`src/rtl/uesu_pkg.sv`:
```
// Purpose: shared constants for the endpoint status, setup and unlock logic
// Assumes: 8-bit command/data port, command phase marked by bus_a0 high
// Notes:   opcodes split into a high nibble (command group) and low nibble (endpoint)
package uesu_pkg;

   // ***********************************************************
   // command groups and fixed opcodes
   // ***********************************************************
   localparam logic [3:0] GRP_CHECK     = 4'hd;
   localparam logic [3:0] GRP_STATUS    = 4'h5;
   localparam logic [3:0] GRP_OUTCOME   = 4'ha;
   localparam logic [3:0] GRP_VALIDATE  = 4'h6;
   localparam logic [3:0] GRP_CLEAR     = 4'h7;
   localparam logic [7:0] CMD_SETUP_ACK = 8'hf4;
   localparam logic [7:0] CMD_UNLOCK    = 8'hb0;

   // ***********************************************************
   // endpoint indices and unlock code
   // ***********************************************************
   localparam logic [3:0] EP_CTL_OUT    = 4'h0;
   localparam logic [3:0] EP_CTL_IN     = 4'h1;
   localparam logic [7:0] UNLOCK_LO     = 8'h37;
   localparam logic [7:0] UNLOCK_HI     = 8'haa;

   // ***********************************************************
   // field positions
   // ***********************************************************
   localparam int ST_STALL_BIT   = 7;
   localparam int ST_FULL1_BIT   = 6;
   localparam int ST_FULL0_BIT   = 5;
   localparam int ST_TOGGLE_BIT  = 4;
   localparam int ST_OWRITE_BIT  = 3;
   localparam int ST_SETUP_BIT   = 2;
   localparam int ST_BUFSEL_BIT  = 1;
   localparam int OC_MISSED_BIT  = 7;
   localparam int OC_TOGGLE_BIT  = 6;
   localparam int OC_ERR_LSB     = 1;
   localparam int OC_OK_BIT      = 0;

   // ***********************************************************
   // reset values
   // ***********************************************************
   localparam logic [7:0] RST_BYTE   = 8'h00;
   localparam logic       RST_LOCKED = 1'b0;

   // ***********************************************************
   // command phase states
   // ***********************************************************
   typedef enum logic [5:0] {
      ST_IDLE       = 6'h01,
      ST_UNLOCK_LO  = 6'h02,
      ST_UNLOCK_HI  = 6'h04,
      ST_RD_CHECK   = 6'h08,
      ST_RD_STATUS  = 6'h10,
      ST_RD_OUTCOME = 6'h20
   } uesu_state_type;

endpackage : uesu_pkg

```
`src/rtl/uesu_outcome_mem.sv`:
```
// Purpose: per-endpoint store of the last transaction outcome byte
// Assumes: one write and one read port, read data registered
// Notes:   all words read zero after reset
`timescale 1ns/1ps
module uesu_outcome_mem #(
   parameter int DEPTH = 16,
   parameter int WIDTH = 8,
   parameter int AW    = 4
) (
   input  wire logic             core_clk,
   input  wire logic             rst_b,
   input  wire logic             wr_en,
   input  wire logic [AW-1:0]    wr_addr,
   input  wire logic [WIDTH-1:0] wr_data,
   input  wire logic [AW-1:0]    rd_addr,
   output logic      [WIDTH-1:0] rd_data_q
);

   // ***********************************************************
   // storage
   // ***********************************************************
   logic [WIDTH-1:0] mem_q [DEPTH];

   always_ff @(posedge core_clk or negedge rst_b) begin
      if (!rst_b) begin
         for (int i = 0; i < DEPTH; i++) begin
            mem_q[i] <= '0;
         end
         rd_data_q <= '0;
      end else begin
         if (wr_en) begin
            mem_q[wr_addr] <= wr_data;
         end
         rd_data_q <= mem_q[rd_addr];
      end
   end

endmodule : uesu_outcome_mem

```
`src/rtl/uesu_top.sv`:
```
// Purpose: endpoint status check, setup acknowledge, transaction outcome and unlock
// Assumes: command write with bus_a0 high, data phase with bus_a0 low, 8-bit bus
// Notes:   leave one idle cycle between a read command and its data read
//
// Overview of operation
// - D0-DF check status, one byte, clears only D0 bit 3
// - bits 7,6,5: stalled, secondary full, primary full
// - bit 4 gives next expected data toggle
// - bit 3 flags overwritten setup, read clears
// - bit 2 setup present, bit 1 buffer select
// - setup blocks control validate and clear commands
// - F4 acknowledge re-enables control buffer commands
// - A0-AF returns last outcome, each transaction replaces
// - outcome bit 7 set when previous outcome_missed
// - outcome bit 6 holds last data toggle
// - bits 4:1 error code, bit 0 success
// - error codes 0000 to 0011 as defined
// - error codes 0100 to 1001 as defined
// - error codes 1010 to 1111 as defined
// - suspend protects; after resume locked until unlock
// - clearing status read clears endpoint interrupt flag
// - lower byte 37h; AA37h unlocks everything
`timescale 1ns/1ps
module uesu_top #(
   parameter int NUM_EP = 16
) (
   input  wire logic              core_clk,
   input  wire logic              rst_b,
   input  wire logic              bus_a0,
   input  wire logic              bus_wr,
   input  wire logic              bus_rd,
   input  wire logic [7:0]        bus_wdata,
   output logic      [7:0]        bus_rdata_q,
   output logic                   bus_rvalid_q,
   input  wire logic [NUM_EP-1:0] ep_stalled,
   input  wire logic [NUM_EP-1:0] secondary_buf_full,
   input  wire logic [NUM_EP-1:0] primary_buf_full,
   input  wire logic [NUM_EP-1:0] next_toggle,
   input  wire logic [NUM_EP-1:0] setup_present,
   input  wire logic [NUM_EP-1:0] host_side_buf_sel,
   input  wire logic              setup_rx,
   input  wire logic              setup_writing,
   input  wire logic              xact_done,
   input  wire logic [3:0]        xact_ep,
   input  wire logic              xact_ok,
   input  wire logic [3:0]        xact_err,
   input  wire logic              xact_toggle,
   input  wire logic              suspended,
   output logic                   write_protect_q,
   output logic                   ctl_cmds_blocked_q,
   output logic                   buf_validate_q,
   output logic                   buf_clear_q,
   output logic [3:0]             buf_cmd_ep_q,
   output logic                   setup_ack_q,
   output logic                   int_clear_q,
   output logic [3:0]             int_clear_ep_q
);

   // ***********************************************************
   // declarations
   // ***********************************************************
   uesu_pkg::uesu_state_type state_q, state_d;
   logic [3:0]        cmd_ep_q, cmd_ep_d;
   logic              ow_q, ow_d;
   logic [NUM_EP-1:0] outcome_missed_q, outcome_missed_d;
   logic              locked_d, block_d;
   logic [7:0]        rdata_d;
   logic              rvalid_d, validate_d, clear_d, ack_d, intclr_d;
   logic [3:0]        intclr_ep_d;
   logic              cmd_fire, data_wr, data_rd;
   logic [3:0]        grp, sel;
   logic [7:0]        check_byte, mem_rdata, xact_byte;
   logic              oc_read_same, xact_missed;

   assign cmd_fire = bus_wr && bus_a0;
   assign data_wr  = bus_wr && !bus_a0;
   assign data_rd  = bus_rd && !bus_a0;
   assign grp      = bus_wdata[7:4];
   assign sel      = bus_wdata[3:0];

   // ***********************************************************
   // status image
   // ***********************************************************
   // live status byte
   always_comb begin
      check_byte = uesu_pkg::RST_BYTE;
      check_byte[uesu_pkg::ST_STALL_BIT]  = ep_stalled[cmd_ep_q];
      check_byte[uesu_pkg::ST_FULL1_BIT]  = secondary_buf_full[cmd_ep_q];
      check_byte[uesu_pkg::ST_FULL0_BIT]  = primary_buf_full[cmd_ep_q];
      check_byte[uesu_pkg::ST_TOGGLE_BIT] = next_toggle[cmd_ep_q];
      check_byte[uesu_pkg::ST_OWRITE_BIT] = ow_q && (cmd_ep_q == uesu_pkg::EP_CTL_OUT);
      check_byte[uesu_pkg::ST_SETUP_BIT]  = setup_present[cmd_ep_q];
      check_byte[uesu_pkg::ST_BUFSEL_BIT] = host_side_buf_sel[cmd_ep_q];
   end

   // ***********************************************************
   // transaction outcome
   // ***********************************************************
   assign oc_read_same = data_rd && (state_q == uesu_pkg::ST_RD_OUTCOME) && !write_protect_q
                         && (cmd_ep_q == xact_ep);
   assign xact_missed  = outcome_missed_q[xact_ep] && !oc_read_same;

   always_comb begin
      xact_byte = uesu_pkg::RST_BYTE;
      xact_byte[uesu_pkg::OC_MISSED_BIT] = xact_missed;
      xact_byte[uesu_pkg::OC_TOGGLE_BIT] = xact_toggle;
      xact_byte[uesu_pkg::OC_ERR_LSB +: 4] = xact_err;
      xact_byte[uesu_pkg::OC_OK_BIT] = xact_ok;
   end

   uesu_outcome_mem #(
      .DEPTH (NUM_EP),
      .WIDTH (8),
      .AW    (4)
   ) u_outcome_mem (
      .core_clk  (core_clk),
      .rst_b     (rst_b),
      .wr_en     (xact_done),
      .wr_addr   (xact_ep),
      .wr_data   (xact_byte),
      .rd_addr   (cmd_ep_q),
      .rd_data_q (mem_rdata)
   );

   // ***********************************************************
   // command interpreter
   // ***********************************************************
   always_comb begin
      state_d     = state_q;
      cmd_ep_d    = cmd_ep_q;
      ow_d        = ow_q;
      outcome_missed_d    = outcome_missed_q;
      locked_d    = write_protect_q;
      block_d     = ctl_cmds_blocked_q;
      rdata_d     = bus_rdata_q;
      rvalid_d    = 1'b0;
      validate_d  = 1'b0;
      clear_d     = 1'b0;
      ack_d       = 1'b0;
      intclr_d    = 1'b0;
      intclr_ep_d = int_clear_ep_q;
      if (cmd_fire) begin
         cmd_ep_d = sel;
         state_d  = uesu_pkg::ST_IDLE;
         if (bus_wdata == uesu_pkg::CMD_UNLOCK) begin
            state_d = uesu_pkg::ST_UNLOCK_LO;
         end else if (!write_protect_q) begin
            if (grp == uesu_pkg::GRP_CHECK) begin
               state_d = uesu_pkg::ST_RD_CHECK;
            end else if (grp == uesu_pkg::GRP_STATUS) begin
               state_d = uesu_pkg::ST_RD_STATUS;
            end else if (grp == uesu_pkg::GRP_OUTCOME) begin
               state_d = uesu_pkg::ST_RD_OUTCOME;
            end else if (grp == uesu_pkg::GRP_VALIDATE) begin
               validate_d = (sel != uesu_pkg::EP_CTL_OUT)
                            && !(ctl_cmds_blocked_q && sel == uesu_pkg::EP_CTL_IN);
            end else if (grp == uesu_pkg::GRP_CLEAR) begin
               clear_d = (sel != uesu_pkg::EP_CTL_IN)
                         && !(ctl_cmds_blocked_q && sel == uesu_pkg::EP_CTL_OUT);
            end else if (bus_wdata == uesu_pkg::CMD_SETUP_ACK) begin
               ack_d   = 1'b1;
               block_d = 1'b0;
            end
         end
      end
      if (data_wr) begin
         state_d = uesu_pkg::ST_IDLE;
         if (state_q == uesu_pkg::ST_UNLOCK_LO && bus_wdata == uesu_pkg::UNLOCK_LO) begin
            state_d = uesu_pkg::ST_UNLOCK_HI;
         end
         if (state_q == uesu_pkg::ST_UNLOCK_HI && bus_wdata == uesu_pkg::UNLOCK_HI) begin
            locked_d = 1'b0;
         end
      end
      if (data_rd) begin
         rvalid_d = 1'b1;
         rdata_d  = uesu_pkg::RST_BYTE;
         state_d  = uesu_pkg::ST_IDLE;
         if (!write_protect_q) begin
            if (state_q == uesu_pkg::ST_RD_CHECK || state_q == uesu_pkg::ST_RD_STATUS) begin
               rdata_d = check_byte;
               if (cmd_ep_q == uesu_pkg::EP_CTL_OUT && !setup_writing) begin
                  ow_d = 1'b0;
               end
            end
            if (state_q == uesu_pkg::ST_RD_STATUS) begin
               intclr_d    = 1'b1;
               intclr_ep_d = cmd_ep_q;
            end
            if (state_q == uesu_pkg::ST_RD_OUTCOME) begin
               rdata_d            = mem_rdata;
               outcome_missed_d[cmd_ep_q] = 1'b0;
            end
         end
      end
      // setup arrival blocks; setup_overwritten set wins
      if (setup_rx) begin
         block_d = 1'b1;
         if (ctl_cmds_blocked_q && setup_present[0] && !ep_stalled[0]) begin
            ow_d = 1'b1;
         end
      end
      if (xact_done) begin
         outcome_missed_d[xact_ep] = 1'b1;
      end
      if (suspended) begin
         locked_d = 1'b1;
      end
   end

   always_ff @(posedge core_clk or negedge rst_b) begin
      if (!rst_b) begin
         state_q            <= uesu_pkg::ST_IDLE;
         cmd_ep_q           <= '0;
         ow_q               <= 1'b0;
         outcome_missed_q           <= '0;
         write_protect_q    <= uesu_pkg::RST_LOCKED;
         ctl_cmds_blocked_q <= 1'b0;
         bus_rdata_q        <= uesu_pkg::RST_BYTE;
         bus_rvalid_q       <= 1'b0;
         buf_validate_q     <= 1'b0;
         buf_clear_q        <= 1'b0;
         buf_cmd_ep_q       <= '0;
         setup_ack_q        <= 1'b0;
         int_clear_q        <= 1'b0;
         int_clear_ep_q     <= '0;
      end else begin
         state_q            <= state_d;
         cmd_ep_q           <= cmd_ep_d;
         ow_q               <= ow_d;
         outcome_missed_q           <= outcome_missed_d;
         write_protect_q    <= locked_d;
         ctl_cmds_blocked_q <= block_d;
         bus_rdata_q        <= rdata_d;
         bus_rvalid_q       <= rvalid_d;
         buf_validate_q     <= validate_d;
         buf_clear_q        <= clear_d;
         buf_cmd_ep_q       <= cmd_ep_d;
         setup_ack_q        <= ack_d;
         int_clear_q        <= intclr_d;
         int_clear_ep_q     <= intclr_ep_d;
      end
   end
endmodule : uesu_top

```
`config.mk`:
```
export PLATFORM = sky130hd
export DESIGN_NAME = uesu_top
export DESIGN_NICKNAME = d
export VERILOG_FILES = /design/src/rtl/uesu_pkg.sv /design/src/rtl/uesu_outcome_mem.sv /design/src/rtl/uesu_top.sv
export SDC_FILE = /design/constraint.sdc
export NUM_CORES = 1
export LEC_CHECK = 0
export BUFFER_PORTS_ARGS = -buffer_cell sky130_fd_sc_hd__buf_2
export CORE_MARGIN = 4
export CORE_UTILIZATION = 60
export DETAILED_ROUTE_END_ITERATION = 6
export PLACE_DENSITY = 0.92
export SYNTH_ARGS = -nofsm -noshare
export SYNTH_HDL_FRONTEND = slang
export SYNTH_SLANG_ARGS = --single-unit
```
`constraint.sdc`:
```
create_clock -name core_clk -period 2.8 [get_ports core_clk]
set_input_delay 0.84 -clock core_clk [delete_from_list [all_inputs] [get_ports core_clk]]
set_output_delay 0.84 -clock core_clk [all_outputs]
set_load 0.01 [all_outputs]
```
==> results.yml, run 1 <==
worst_setup_path:
  endpoint_kind: "primary output"
  required_ns: 1.96
  critical-path-slowest-cell: "dfrtp_2"
  worstSetupPathType: "reg2out"
  cp_max_fo: 30
  worst_setup_path_start_kind: "register"
  r2r_start: "cmd_ep_q[2]"
  cp_top_family: "flip-flops"
  crit_chain: "buf_2"
  critPathMaxStageDelay_ns: 0.96
  cp.buffers_inverters: 1
  ff2ff_path_depth: 4
  worstSetupPathDepth: 1
  arrival_ns: 1.65
  r2r_slack_ns: 0.61
  worstReg2RegEnd: "bus_rdata_q[4]"
detailed_routing:
  drc: 0
  wirelength_um: 21200
  drtIter0Drc: 507
  vias: 5770
  ant_nets: 0
  routed_via_density: 6.45
  wire_per_inst_um: 23.8
  dr.pass1.iters: 5
final_layout:
  fillers: 827
  regArea_sq_um: 4130
  final_common_cell: "dfrtp_1"
  num_antenna_cells: 0
  drive_gt1_share_pct: 51.9
  multi_input_area_sq_um: 3940
  layout.cells.most_common_list: "161 x dfrtp_1, 144 x buf_2, 122 x mux2_2"
  nets: 828
  syn_to_final_growth_pct: 17.8
  instances_no_fill: 894
floorplanning:
  core-area_sq_um: 13400
  start_util_pct: 61.9
  die_h_um: 126
  io-pin-count: 146
  dieArea_sq_um: 15800
  num_rows: 42
  fp.dieW_um: 126
global_route:
  grt_overflow: 0
  first_global_vias: 6234
  grt_pass1_wl_um: 33900
  track_usage_pct: 27.7
  antenna_found_initial: 0
  grt_max_degree: 73
worst_hold_path:
  hp-class: "in2async"
cts:
  post_cts_buffers: 0
  hold_buffers: 0
  cts_tree: "built"
  cts_resized: 0
  cts.clk_slew.worst_paths_ns: 0.06
  h-tree-depth: 4
  cts-root-buf: "clkbuf_16"
  clk_latency_ns: 0.43
  numClockSinks: 165
  cts_buffers: 17
  cts_buffer_depth: 2
status:
  status: "completed"
timing:
  relSlewSlack_pct: 40.2
  fmax_mhz: 401
  finalClockSkew_ns: 0.00850
  tightest_slew_ns: 0.896
  timing_hold_violations_final: 0
  rsz0062_at_grt: "no"
  hold_slack_ns: 0.405
  finalCritPeriodShare_pct: 89.1
  final_max_slew_viol_count: 0
  min_period_ns: 2.49
  setup_viol: 0
  tns_ns: 0
place:
  hpwl_um: 15000
  place_congestion: 0.959
  place_inst: 862
  port-buffer-count: 145
synthesis:
  synth_nets: 684
  ys_types: 47
  syn-cell-area_sq_um: 8290
  synth_top_family_by_area: "multiplexers"
  synth.largest_area_cell: "dfrtp_1"
  syn_avg_cell_area_sq_um: 14.8
  netlist.area_leader.share_pct: 49.5
  synth_compound_area_share_pct: 3.80
  synth_fa_ha_area_share_pct: 0
  yosys.area_share.simple_pct: 7.11
  ys_ff_latch: 165
  ys_top_cells_by_area: "dfrtp_1 50%, mux2_2 17%, mux4_2 12%"
  yosys_warnings: 0
  synth.area.mux_share_pct: 36.0
  ys.flop_type: "dfrtp_1"
  synthArstFlopShare_pct: 100
  netlist_instances: 561
  synthXorXnorAreaFrac_pct: 0.528
  yosysSeqAreaShare_pct: 49.8
  synth_edf_count: 0
job:
  drv_cap: 0
pwr:
  p_per_area_nw_per_um2: 716
  vdd_drop_max_v: 0.000507
  p_leak_nw: 4.35
-- how the worst max path moves through the flow --
| stage | from | endpoint | slack [ns] |
|---|---|---|---|
| final | cmd_ep_q[2] | buf_cmd_ep_q[2] | 0.31 |
| after floorplan | xact_ep[0] | u_outcome_mem.mem_q[79] | 0.61 |
| after global routing | cmd_ep_q[2] | buf_cmd_ep_q[2] | 0.14 |
| after CTS | cmd_ep_q[2] | buf_cmd_ep_q[2] | 0.22 |
| after detailed placement | xact_ep[3] | u_outcome_mem.mem_q[95] | 0.43 |
| after global placement | xact_ep[3] | u_outcome_mem.mem_q[89] | 0.44 |
-- synthesized netlist by cell type (all sizes together) (4+ instances only) --
| cell type | n |
|---|---|
| dfrtp | 164 |
| mux2 | 125 |
| mux4 | 63 |
| o21ai | 29 |
| buf | 26 |
| nor2 | 21 |
| nand2 | 18 |
| clkbuf | 13 |
| nand2b | 13 |
| mux2i | 9 |
| nand3 | 8 |
| nand4 | 7 |
| a22oi | 6 |
| o211ai | 5 |
| xor2 | 5 |
| a21oi | 4 |
| nand3b | 4 |
| nor2b | 4 |
| nor3 | 4 |
-- stage by stage --
step	instance area [sq um]	utilization (%)	power (W)	setup slack, ns
after global routing	9770	72.9	0.00729	0.144
after CTS	9770	72.9	0.00701	0.224
final	9770	72.9	0.00699	0.306
after global placement	9210	68.8	0.00464	0.444
after detailed placement	9210	68.8	0.00478	0.425
after floorplan	8290	-	0.00424	0.613
-- flip-flops by register name (all words and copies together), names as in the netlist --
signal                   cells
write_protect_q              1
state_q                      6
outcome_missed_q            16
buf_validate_q               1
ow_q                         1
bus_rdata_q                  8
cmd_ep_q                     4
buf_clear_q                  1
int_clear_ep_q               4
u_outcome_mem.mem_q        112
setup_ack_q                  1
ctl_cmds_blocked_q           1
u_outcome_mem.rd_data_q      7
bus_rvalid_q                 1
int_clear_q                  1
-- report_power, final --
| group | switching [W] | total (W) | internal (W) |
|---|---|---|---|
| clock | 0.000922 | 0.00223 | 0.00131 |
| sequential | 0.000335 | 0.00323 | 0.00290 |
| combinational | 0.000602 | 0.00153 | 0.000929 |
| total | 0.00186 | 0.00699 | 0.00513 |
-- worst register-to-register path: stages, from the launching register on --
cell      delay, ns
dfrtp_2        0.96
mux4_2         0.65
mux2_2         0.29
nand3_1        0.08
o211ai_1       0.09
-- final cells by class --
class / count / share of cell area [%]
clock inverters: 9 / 1.08
flip-flops and latches: 165 / 42.3
repair buffers: 164 / 9.34
clock buffers: 23 / 4.59
multi-input cells: 354 / 40.3
well taps: 176 / 2.25
inverters: 3 / 0.115
-- layer usage --
| layer | vias to the layer above | global-route usage [%] | wire, um |
|---|---|---|---|
| met3 | 47 | 6.44 | 1400 |
| met5 | - | 0 | 0 |
| met4 | 0 | 8.99 | 488 |
| li1 | 2447 | - | - |
| met1 | 2995 | 36.2 | 8590 |
| met2 | 281 | 46.3 | 10800 |
-- logic make-up after synthesis --
group,after synthesis
multiplexers,197
flip-flops,165
AND/OR/NAND/NOR,101
AO/OA/AOI/OAI,51
buffers and inverters,42
XOR/XNOR,5
Note: power is estimated with default switching activity, not from simulation.
==> inputs of run 2 (changes only) <==
BUFFER_PORTS_ARGS = -buffer_cell sky130_fd_sc_hd__clkbuf_2   (was -buffer_cell sky130_fd_sc_hd__buf_2)
==> run 2 against run 1 <==
Effect of this change: clock power is 5% higher; utilization is 0.065 points higher; highest routed layer unchanged; design area hardly changed; critical path type unchanged; non-clock buffer count is 1 lower; sequential share of layout area hardly changed; count of clock-buffer cells in the layout stayed put.
==> results.yml, run 2 (synthesis gave the netlist of run 1 again) <==
cts:
  cts.clk_slew.worst_paths_ns: 0.06
  cts_tree: "built"
  cts_buffer_depth: 2
  cts-root-buf: "clkbuf_16"
  post_cts_buffers: 0
  h-tree-depth: 4
  hold_buffers: 0
  clk_latency_ns: 0.43
  numClockSinks: 165
  cts_resized: 0
  cts_buffers: 17
floorplanning:
  die_h_um: 126
  num_rows: 42
  io-pin-count: 146
  start_util_pct: 61.9
  core-area_sq_um: 13400
  dieArea_sq_um: 15800
  fp.dieW_um: 126
final_layout:
  largest-register: "u_outcome_mem.mem_q"
  num_antenna_cells: 0
  layout_top_registers: "u_outcome_mem.mem_q: 112 flops, outcome_missed_q: 16 flops, bus_rdata_q: 8 flops"
  instances_no_fill: 891
  final_common_cell: "dfrtp_1"
  fin_util_pct: 73.0
  nets: 827
  drive_gt1_share_pct: 52.4
  largest_reg_flops: 112
  layout.cells.most_common_list: "161 x dfrtp_1, 144 x clkbuf_2, 122 x mux2_2"
  syn_to_final_growth_pct: 17.9
global_route:
  grt_overflow: 0
  first_global_vias: 6195
  antenna_found_initial: 0
  track_usage_pct: 27.4
  grt_pass1_wl_um: 33500
  grt_max_degree: 60
pwr:
  power.share.switching_pct: 26.2
  p_leak_nw: 4.38
  power_w: 0.00709
  p_per_area_nw_per_um2: 726
  p_int_w: 0.00524
  vdd_drop_max_v: 0.000483
  p_clk_share_pct: 32.9
  seq_power_share_pct: 45.7
  p_switching_w: 0.00186
  p_comb_share_pct: 21.4
place:
  place_inst: 861
  port-buffer-count: 145
  place_congestion: 1.04
  hpwl_um: 15300
worst_setup_path:
  crit_chain: "clkbuf_2"
  cp_top_family: "flip-flops"
  critical-path-slowest-cell: "dfrtp_2"
  worst_setup_path_start_kind: "register"
  cp.buffers_inverters: 1
  endpoint_kind: "primary output"
  arrival_ns: 1.66
  critPathMaxStageDelay_ns: 0.95
  worstSetupPathType: "reg2out"
  required_ns: 1.96
  cp_max_fo: 36
detailed_routing:
  routed_via_density: 6.46
  vias: 5758
  drc: 0
  dr.pass1.iters: 5
  ant_nets: 0
  drtIter0Drc: 558
  wirelength_um: 21200
  wire_per_inst_um: 23.8
timing:
  finalCritPeriodShare_pct: 89.2
  rsz0062_at_grt: "no"
  setup_viol: 0
  tightest_slew_ns: 0.897
  tns_ns: 0
  hold_slack_ns: 0.359
  timing_hold_violations_final: 0
  finalClockSkew_ns: 0.00678
  final_max_slew_viol_count: 0
  relSlewSlack_pct: 40.2
  min_period_ns: 2.50
  fmax_mhz: 400
job:
  drv_cap: 0
worst_hold_path:
  hp-class: "in2async"
status:
  status: "completed"
-- run 2: cell types whose count changed in the layout (fill, tap and decap cells not counted), moves of 2 or more --
cell,previous run,this run
clkinv_2,3,1
clkbuf_2,0,144
buf_2,144,0
buf_12,3,1
clkbuf_1,6,1
clkbuf_8,0,5
-- run 2: worst reg2reg max path: stages (launching register included) --
cell and delay [ns]:
dfrtp_2 0.93, mux4_2 0.61, mux2_2 0.28, nand3_1 0.09, o211ai_1 0.12
-- run 2: layer usage --
metal  up-vias  part of all wire (%)  GRT usage, %
li1       2443                     -             -
met1      2955                    39          34.7
met2       305                    52          46.9
met3        55                   6.9          5.54
met4         0                   2.4          10.2
met5         -                     0             0
-- run 2: metrics by stage --
step,instance area (sq um),setup WS [ns]
after floorplan,8290,0.613
after global placement,9180,0.428
after detailed placement,9180,0.386
after CTS,9780,0.274
after global routing,9780,0.174
final,9780,0.301
-- run 2: worst paths after layout --
kind                                             from                      end  slack [ns]  cells after the start
setup / recovery                          cmd_ep_q[1]          buf_cmd_ep_q[1]        0.30                      1
hold / removal                                  rst_b      outcome_missed_q[5]        0.36                      1
setup reg to reg                          cmd_ep_q[2]           bus_rdata_q[6]        0.62                      4
hold reg to reg            u_outcome_mem.rd_data_q[0]           bus_rdata_q[0]        0.47                      1
max in group asynchronous                       rst_b  u_outcome_mem.mem_q[28]        1.67                      2
min in group core_clk      u_outcome_mem.rd_data_q[0]           bus_rdata_q[0]        0.47                      1
-- run 2: layout make-up --
class / count / area [sq um]
Fill cell: 814 / 3620
Clock inverter: 7 / 96.3
Multi-Input combinational cell: 354 / 3940
Timing Repair Buffer: 163 / 880
Tap cell: 176 / 220
Inverter: 3 / 11.3
Clock buffer: 23 / 498
Sequential cell: 165 / 4130
-- run 2: power groups by stage --
| stage | clock network (W) | logic [W] | registers [W] |
|---|---|---|---|
| 6_report | 0.00234 | 0.00152 | 0.00324 |
| 2_1_floorplan | 0 | 0.00116 | 0.00309 |
| 3_3_place_gp | 0 | 0.00143 | 0.00320 |
| 3_5_place_dp | 0 | 0.00151 | 0.00326 |
| 5_1_grt | 0.00246 | 0.00163 | 0.00329 |
| 4_1_cts | 0.00235 | 0.00152 | 0.00323 |
